[src/acr_params.svh]
// constants for the auxiliary control relay sequencer
`ifndef ACR_PARAMS_SVH
`define ACR_PARAMS_SVH

`define ACR_OFF_WORD 8'h00
`define ACR_OFF_STROBE 8'h04
`define ACR_OFF_STATUS 8'h08
`define ACR_OFF_SHIFTQ 8'h0c
`define ACR_OFF_RELAY 8'h10

`define ACR_STAT_SHIFT_BIT 0
`define ACR_STAT_PULSE_BIT 1
`define ACR_STAT_ONEHOT_BIT 2

`define ACR_MODE_BWL_BIT 0
`define ACR_MODE_TXY_BIT 1
`define ACR_MODE_DLYA_BIT 2
`define ACR_MODE_DLYB_BIT 3
`define ACR_MODE_SIL_BIT 4
`define ACR_MODE_GA3_BIT 5
`define ACR_MODE_GA4_BIT 6
`define ACR_MODE_LIN_BIT 8
`define ACR_MODE_ILLUM_BIT 9
`define ACR_MODE_CTLA_BIT 10
`define ACR_MODE_CTLB_BIT 11

`define ACR_SHIFTQ_RESET 16'h0000
`define ACR_RELAY_RESET 8'h00

`define ACR_CLK_PERIOD_NS 50
`define ACR_STROBE_NS 2000
`define ACR_STROBE_CYC ((`ACR_STROBE_NS + `ACR_CLK_PERIOD_NS - 1) / `ACR_CLK_PERIOD_NS)
`define ACR_SHIFT_DIV 4
`define ACR_SH_OUTPUTS 6

`endif

[src/acr_pkg.sv]
// types for the auxiliary control relay sequencer
package acr_pkg;
   typedef enum logic [1:0] {ST_IDLE, ST_SHIFT, ST_STROBE} acr_state_e;
   typedef logic [15:0] acr_word_t;
endpackage : acr_pkg

[src/acr_shift_stage.sv]
// one serial-in parallel-out shift register stage
`timescale 1ns/100ps
`default_nettype none
module acr_shift_stage #(
   parameter int WIDTH = 8
) (
   input wire logic ref_clk,
   input wire logic reset,
   input wire logic shiftEn,
   input wire logic serialIn,
   output logic [WIDTH-1:0] q,
   output logic serialOut
);
   logic [WIDTH-1:0] q_next;

   always_comb begin
      q_next = q;
      if (shiftEn) begin
         q_next = {q[WIDTH-2:0], serialIn};
      end
   end

   always_ff @(posedge ref_clk) begin
      if (reset) begin
         q <= '0;
      end else begin
         q <= q_next;
      end
   end

   assign serialOut = q[WIDTH-1];
endmodule : acr_shift_stage
`default_nettype wire

[src/acr_top.sv]
// auxiliary control relay sequencer: apb slave, serial shift chain, relay latch strobe
// What this block does
// - relay words of 16 bits shift serially into two cascaded 8-bit registers
// - coil lead outputs are the inverted register bits, selected lead low
// - a set relay keeps position until opposing data and a new pulse arrive
// - seven mode bits in the first register drive bandwidth, xy, delay, intensity, gains
// - four bits in the second register: linearity, illumination, two logic controls
// - linearity enable acts only on the two fastest sweep rates
// - enabled demultiplexer routes selects 0 to 5 to one of six sample-and-hold outputs; selects 6 and 7 drive none
// - relay combinations give four coupling modes and three attenuations per channel
//
// Decided for this implementation: the register addresses and register access over APB.
`include "acr_params.svh"
`timescale 1ns/100ps
`default_nettype none
module acr_top
   import acr_pkg::*;
#(
   parameter int STAGE_WIDTH = 8,
   parameter int NUM_STAGES = 2,
   parameter int SHIFT_DIV = `ACR_SHIFT_DIV,
   parameter int STROBE_CYC = `ACR_STROBE_CYC
) (
   input wire logic ref_clk,
   input wire logic reset,
   input wire logic [7:0] paddr,
   input wire logic psel,
   input wire logic penable,
   input wire logic pwrite,
   input wire logic [31:0] pwdata,
   output logic [31:0] prdata,
   output logic pready,
   output logic pslverr,
   input wire logic sweepFastRate,
   input wire logic demuxEnable,
   input wire logic [2:0] demuxSelect,
   output logic relayLatchPulse,
   output logic [15:0] coilLeadN,
   output logic [7:0] relayState,
   output logic [3:0] couplingMode,
   output logic [3:0] attenFactor,
   output logic bandwidthLimitEnable,
   output logic triggeredXyEnable,
   output logic sweepDelayComparatorEnableA,
   output logic sweepDelayComparatorEnableB,
   output logic slowIntensityLimit,
   output logic thirdChannelGainSelect,
   output logic fourthChannelGainSelect,
   output logic sweepLinearityActive,
   output logic scaleIllumSingleSequence,
   output logic measurementLogicCtrlA,
   output logic measurementLogicCtrlB,
   output logic [5:0] sampleHoldSelect
);
   localparam int CHAIN = STAGE_WIDTH * NUM_STAGES;

   acr_state_e state_reg, state_next;
   acr_word_t word_reg, word_next;
   logic [4:0] bitCnt_reg, bitCnt_next;
   logic [7:0] divCnt_reg, divCnt_next;
   logic [7:0] pulseCnt_reg, pulseCnt_next;
   logic [7:0] relay_reg, relay_next;
   logic [CHAIN-1:0] chainQ;
   logic [NUM_STAGES:0] serialLink;
   logic shiftEn;
   logic wordOneHot;
   logic apbAccess, apbDone, wrWord, wrStrobe;
   logic [31:0] rdData;
   logic rdErr;

   // serial shift chain, bit 15 of the word enters first
   assign serialLink[0] = word_reg[15];
   genvar g;
   generate
      for (g = 0; g < NUM_STAGES; g++) begin : gStage
         acr_shift_stage #(.WIDTH(STAGE_WIDTH)) uStage (
            .ref_clk(ref_clk),
            .reset(reset),
            .shiftEn(shiftEn),
            .serialIn(serialLink[g]),
            .q(chainQ[g*STAGE_WIDTH +: STAGE_WIDTH]),
            .serialOut(serialLink[g+1])
         );
      end
   endgenerate

   assign wordOneHot = $onehot(chainQ);
   assign apbAccess = psel && penable && !pready;
   assign apbDone = psel && penable && pready;
   assign wrWord = apbDone && pwrite && (paddr == `ACR_OFF_WORD);
   assign wrStrobe = apbDone && pwrite && (paddr == `ACR_OFF_STROBE) && pwdata[0];

   // sequencer: shift a word, or pulse the latch; busy requests are ignored
   always_comb begin
      state_next = state_reg;
      word_next = word_reg;
      bitCnt_next = bitCnt_reg;
      divCnt_next = divCnt_reg;
      pulseCnt_next = pulseCnt_reg;
      relay_next = relay_reg;
      shiftEn = 1'b0;
      case (state_reg)
         ST_IDLE: begin
            if (wrWord) begin
               word_next = pwdata[15:0];
               bitCnt_next = 5'(CHAIN);
               divCnt_next = 8'(SHIFT_DIV - 1);
               state_next = ST_SHIFT;
            end else if (wrStrobe) begin
               pulseCnt_next = 8'(STROBE_CYC);
               state_next = ST_STROBE;
               if (wordOneHot) begin
                  for (int i = 0; i < CHAIN; i++) begin
                     if (chainQ[i]) begin
                        relay_next[i/2] = i[0];
                     end
                  end
               end
            end
         end
         ST_SHIFT: begin
            if (divCnt_reg == 8'h00) begin
               shiftEn = 1'b1;
               divCnt_next = 8'(SHIFT_DIV - 1);
               word_next = {word_reg[14:0], 1'b0};
               bitCnt_next = bitCnt_reg - 5'h01;
               if (bitCnt_reg == 5'h01) begin
                  state_next = ST_IDLE;
               end
            end else begin
               divCnt_next = divCnt_reg - 8'h01;
            end
         end
         ST_STROBE: begin
            pulseCnt_next = pulseCnt_reg - 8'h01;
            if (pulseCnt_reg == 8'h01) begin
               state_next = ST_IDLE;
            end
         end
         default: begin
            state_next = ST_IDLE;
         end
      endcase
   end

   always_ff @(posedge ref_clk) begin
      if (reset) begin
         state_reg <= ST_IDLE;
         word_reg <= `ACR_SHIFTQ_RESET;
         bitCnt_reg <= 5'h00;
         divCnt_reg <= 8'h00;
         pulseCnt_reg <= 8'h00;
         relay_reg <= `ACR_RELAY_RESET;
      end else begin
         state_reg <= state_next;
         word_reg <= word_next;
         bitCnt_reg <= bitCnt_next;
         divCnt_reg <= divCnt_next;
         pulseCnt_reg <= pulseCnt_next;
         relay_reg <= relay_next;
      end
   end

   // apb read mux, answered one cycle into the access phase
   always_comb begin
      rdData = 32'h0000_0000;
      rdErr = 1'b0;
      case (paddr)
         `ACR_OFF_WORD: rdData = {16'h0000, word_reg};
         `ACR_OFF_STROBE: rdData = 32'h0000_0000;
         `ACR_OFF_STATUS: begin
            rdData[`ACR_STAT_SHIFT_BIT] = (state_reg == ST_SHIFT);
            rdData[`ACR_STAT_PULSE_BIT] = (state_reg == ST_STROBE);
            rdData[`ACR_STAT_ONEHOT_BIT] = wordOneHot;
         end
         `ACR_OFF_SHIFTQ: rdData = {16'h0000, chainQ};
         `ACR_OFF_RELAY: rdData = {16'h0000, attenFactor, couplingMode, relay_reg};
         default: rdErr = 1'b1;
      endcase
   end

   // output register bank: every port comes from a flip-flop
   always_ff @(posedge ref_clk) begin
      if (reset) begin
         prdata <= 32'h0000_0000;
         pready <= 1'b0;
         pslverr <= 1'b0;
         relayLatchPulse <= 1'b0;
         coilLeadN <= 16'hffff;
         relayState <= 8'h00;
         couplingMode <= 4'h0;
         attenFactor <= 4'h0;
         bandwidthLimitEnable <= 1'b0;
         triggeredXyEnable <= 1'b0;
         sweepDelayComparatorEnableA <= 1'b0;
         sweepDelayComparatorEnableB <= 1'b0;
         slowIntensityLimit <= 1'b0;
         thirdChannelGainSelect <= 1'b0;
         fourthChannelGainSelect <= 1'b0;
         sweepLinearityActive <= 1'b0;
         scaleIllumSingleSequence <= 1'b0;
         measurementLogicCtrlA <= 1'b0;
         measurementLogicCtrlB <= 1'b0;
         sampleHoldSelect <= 6'h00;
      end else begin
         pready <= apbAccess;
         prdata <= apbAccess && !pwrite ? rdData : 32'h0000_0000;
         pslverr <= apbAccess && rdErr;
         relayLatchPulse <= (state_next == ST_STROBE);
         coilLeadN <= ~chainQ;
         relayState <= relay_reg;
         for (int c = 0; c < 2; c++) begin
            couplingMode[2*c +: 2] <= {relay_reg[4*c+1], relay_reg[4*c]};
            attenFactor[2*c +: 2] <= relay_reg[4*c+3] ? 2'h2 : {1'b0, relay_reg[4*c+2]};
         end
         bandwidthLimitEnable <= chainQ[`ACR_MODE_BWL_BIT];
         triggeredXyEnable <= chainQ[`ACR_MODE_TXY_BIT];
         sweepDelayComparatorEnableA <= chainQ[`ACR_MODE_DLYA_BIT];
         sweepDelayComparatorEnableB <= chainQ[`ACR_MODE_DLYB_BIT];
         slowIntensityLimit <= chainQ[`ACR_MODE_SIL_BIT];
         thirdChannelGainSelect <= chainQ[`ACR_MODE_GA3_BIT];
         fourthChannelGainSelect <= chainQ[`ACR_MODE_GA4_BIT];
         sweepLinearityActive <= chainQ[`ACR_MODE_LIN_BIT] && sweepFastRate;
         scaleIllumSingleSequence <= chainQ[`ACR_MODE_ILLUM_BIT];
         measurementLogicCtrlA <= chainQ[`ACR_MODE_CTLA_BIT];
         measurementLogicCtrlB <= chainQ[`ACR_MODE_CTLB_BIT];
         sampleHoldSelect <= (demuxEnable && demuxSelect < 3'(`ACR_SH_OUTPUTS)) ?
                             (6'h01 << demuxSelect) : 6'h00;
      end
   end

   // helper counters watched only by the checks below
   logic [7:0] pulseLen;
   logic [5:0] shiftCount;
   always_ff @(posedge ref_clk) begin
      if (reset) begin
         pulseLen <= 8'h00;
         shiftCount <= 6'h00;
      end else begin
         pulseLen <= relayLatchPulse ? pulseLen + 8'h01 : 8'h00;
         shiftCount <= (state_reg == ST_SHIFT) ? shiftCount + 6'(shiftEn) : 6'h00;
      end
   end
endmodule : acr_top
`default_nettype wire

[config.mk]
export PLATFORM = sky130hd
export DESIGN_NAME = acr_top
export DESIGN_NICKNAME = d
export VERILOG_FILES = /design/src/acr_pkg.sv /design/src/acr_shift_stage.sv /design/src/acr_top.sv
export VERILOG_INCLUDE_DIRS = /design/src /design/src/src
export SDC_FILE = /design/constraint.sdc
export NUM_CORES = 1
export LEC_CHECK = 0
export CAP_MARGIN = 20
export CORE_AREA = 2 2 97 99
export CTS_CLUSTER_SIZE = 12
export DETAILED_ROUTE_END_ITERATION = 8
export DIE_AREA = 0 0 99 101
export DONT_BUFFER_PORTS = 1
export GPL_ROUTABILITY_DRIVEN = 0
export PLACE_DENSITY = 0.75
export SLEW_MARGIN = 20
export SYNTH_ARGS = -nofsm -noshare
export SYNTH_HDL_FRONTEND = slang
export SYNTH_SLANG_ARGS = --single-unit
[constraint.sdc]
create_clock -name ref_clk -period 8.9 [get_ports ref_clk]
set_input_delay 1.78 -clock ref_clk [delete_from_list [all_inputs] [get_ports ref_clk]]
set_output_delay 1.78 -clock ref_clk [all_outputs]
set_load 0.1 [all_outputs]
==> metrics.csv <==
metric,value,unit
clk_lat worst skew,0.52,ns
routed wire length,11900,um
worst-path fanout max,9,
Clk network pwr share,53.8,%
Worst-path clk slew,0.06,ns
count of final setup violators,0,
Pins Over Slew Limit,0,
sequential area share after synthesis,47.4,%
Via density,5.83,
Synth Flop Type,dfxtp_1,
WP buf/inv,5,
Worst setup SP type,register,
crit share post-route,56.7,%
"FFs w/ async S/R, synth",0,%
CP cell instances,"inv_1, fa_1, inv_1, fa_1, fa_1, inv_1, fa_1, inv_1, ha_1, fa_1, nor4b_1, o211ai_1, nor4_1, buf_4, nand2_1, a22o_1",
share of cells above drive strength 1,8.77,%
DRC Markers,0,
Post-DRT Antenna Nets,0,
post-synth cell types,53,
switching power,318,uW
num rows,35,
Pre-antenna DRT Iters,5,
WL/cell,16.9,um
setup TNS,0,ns
Final WS setup,3.85,ns
sw frac,24.1,%
vias in the first global route,3940,
gr ovfl total,0,
syn avg cell area,8.86,um2
count of flip-flops with a built-in enable after synthesis,0,
"Hold Vio Cnt, Final",0,
die width,99,um
top-area cell type share of the netlist area,47.4,%
Slew HR,27.4,%
via count,4102,
count of input and output buffers,0,
status,finished clean,
synthesized instance count,595,
"top cells by area, synth","dfxtp_1 47%, nand2_1 7.2%, nor2_1 4.3%",
Setup crit end kind,register,
WP data required,9.31,ns
Synth Register Bits,125,
largest net degree at the start of global routing,55,
die footprint,10000,um2
sequential share of power,43.0,%
HP Class,register to register,
Root Buffer,clkbuf_8,
Area growth syn-to-layout,10.6,%
Worst Skew,0.0111,ns
Die Ht,101,um
CTS hold repair buffers,0,
Tightest Pin Transition,1.08,ns
register area,2510,um2
post-CTS sizing,0,
worst setup path class,register to register,
worst slack at placement,3.89,ns
fmax,0.198,GHz
"commonest cells after routing, fill and taps aside","119 x dfxtp_1, 101 x nand2_1, 60 x nor2_1",
synth warn,0,
antenna violations before repair,0,
Logic pwr share,3.2,%
slowest CP cell,fa_1,
crit path DAT,5.45,ns
Nets,651,
Starting Density,58.7,%
"delay-heaviest family, CP",adder cells,
antenna cells,0,
clk buf depth,2,
Max Cap Viol,0,
P_leak,0.00222,uW
Worst path max stage delay,0.52,ns
post-DP HPWL,8050,um
# H-tree levels,4,
maximum vdd drop,134,uV
total track usage,24.0,%
Post-CTS Setup Bufs,0,
Core Area,8980,um2
fin crit period,5.05,ns
Starting DRT DRC Count,231,
filler instances,701,
Pwr per Cell Area,226,nW/um2
post-synthesis instance area,5270,um2
most area-hungry cell type in the Yosys netlist,dfxtp_1,
CTS tree,done,
Fin Hold WS,0.431,ns
CP dominant cell by count,fa_1,
unrepaired setup endpoints after global routing,no,
Ports,134,
Clock Sinks,125,
first-pass GRT wire length,18900,um
"most common cell after layout, fill and taps aside",dfxtp_1,
Multi-input gate area,2390,um2
Int Pwr,1000,uW
number of buffers created by CTS,17,
==> layout make-up <==
| class | instances | share of cell area, % |
|---|---|---|
| Multi-Input combinational cell | 390 | 40.9 |
| Tap cell | 111 | 2.38 |
| Clock buffer | 17 | 7.10 |
| Inverter | 42 | 2.70 |
| Timing Repair Buffer | 4 | 0.515 |
| Clock inverter | 15 | 3.33 |
| Sequential cell | 125 | 43.0 |
==> metal layers <==
layer / track usage, % / vias up / part of all wire [%]
li1: - / 1942 / -
met1: 29.1 / 1974 / 40
met2: 40.9 / 174 / 51
met3: 6.52 / 12 / 8.2
met4: 8.96 / 0 / 1.3
met5: 0 / - / 0
==> power groups by stage <==
stage                     clock [uW]  sequential [uW]  combinational, uW
after floorplan                    0              579               48.6
after CTS                        713              567               41.3
after detailed placement           0              579               41.1
after global placement             0              579               41.1
after global routing             742              567               43.5
final                            709              567               41.7
==> through the flow <==
step | instances | utilization (%) | total power, uW | cell area (um2)
final | 704 | 64.9 | 1320 | 5830
after detailed placement | 672 | 58.1 | 620 | 5220
after CTS | 704 | 64.9 | 1320 | 5820
after floorplan | 610 | - | 628 | 5330
after global routing | 704 | 64.9 | 1350 | 5830
after global placement | 672 | 58.1 | 620 | 5220
==> cell families after synthesis <==
kind of cell,after synthesis,synth area share (%)
flip-flops,125,47.4
XOR/XNOR,12,1.99
AND/OR/NAND/NOR,232,20.2
buffers and inverters,95,8.59
other,1,0.0711
AO/OA/AOI/OAI,107,14.9
multiplexers,2,0.403
adder cells (fa/ha/maj),21,6.41
==> final timing paths <==
path                            slack, ns                                from                         to  depth (start not counted)
worst min register to register       0.43           relay_reg[7]$_SDFFE_PP0P_  attenFactor[2]$_SDFF_PP0_                          1
worst max register to register       3.85  gStage[1].uStage.q[1]$_SDFFE_PP0P_  relay_reg[2]$_SDFFE_PP0P_                         16
worst max-delay path                 3.85  gStage[1].uStage.q[1]$_SDFFE_PP0P_  relay_reg[2]$_SDFFE_PP0P_                         16
worst min-delay path                 0.43           relay_reg[7]$_SDFFE_PP0P_  attenFactor[2]$_SDFF_PP0_                          1
==> cell usage after synthesis (2+ instances only) <==
library cell and n:
nand3b_1 3, o31ai_1 6, nor2b_1 13, nand3_1 6, or2_2 2, a22o_1 17
clkbuf_1 25, a22oi_1 16, and4_1 2, dfxtp_1 125, buf_2 2, xor2_1 4
buf_4 23, or4_1 3, nor3_1 12, o211ai_1 2, o21ai_0 5, nor2_1 60
a311oi_1 16, nand2b_1 7, nand4_1 2, nand2_1 101, nor4b_1 3, ha_1 11
xnor2_1 8, or3_1 2, fa_1 10, nand4b_1 2, a21oi_1 31, buf_1 2
inv_1 42, a31oi_1 4, nor4_1 8
Power figures use the tool's default switching activity.
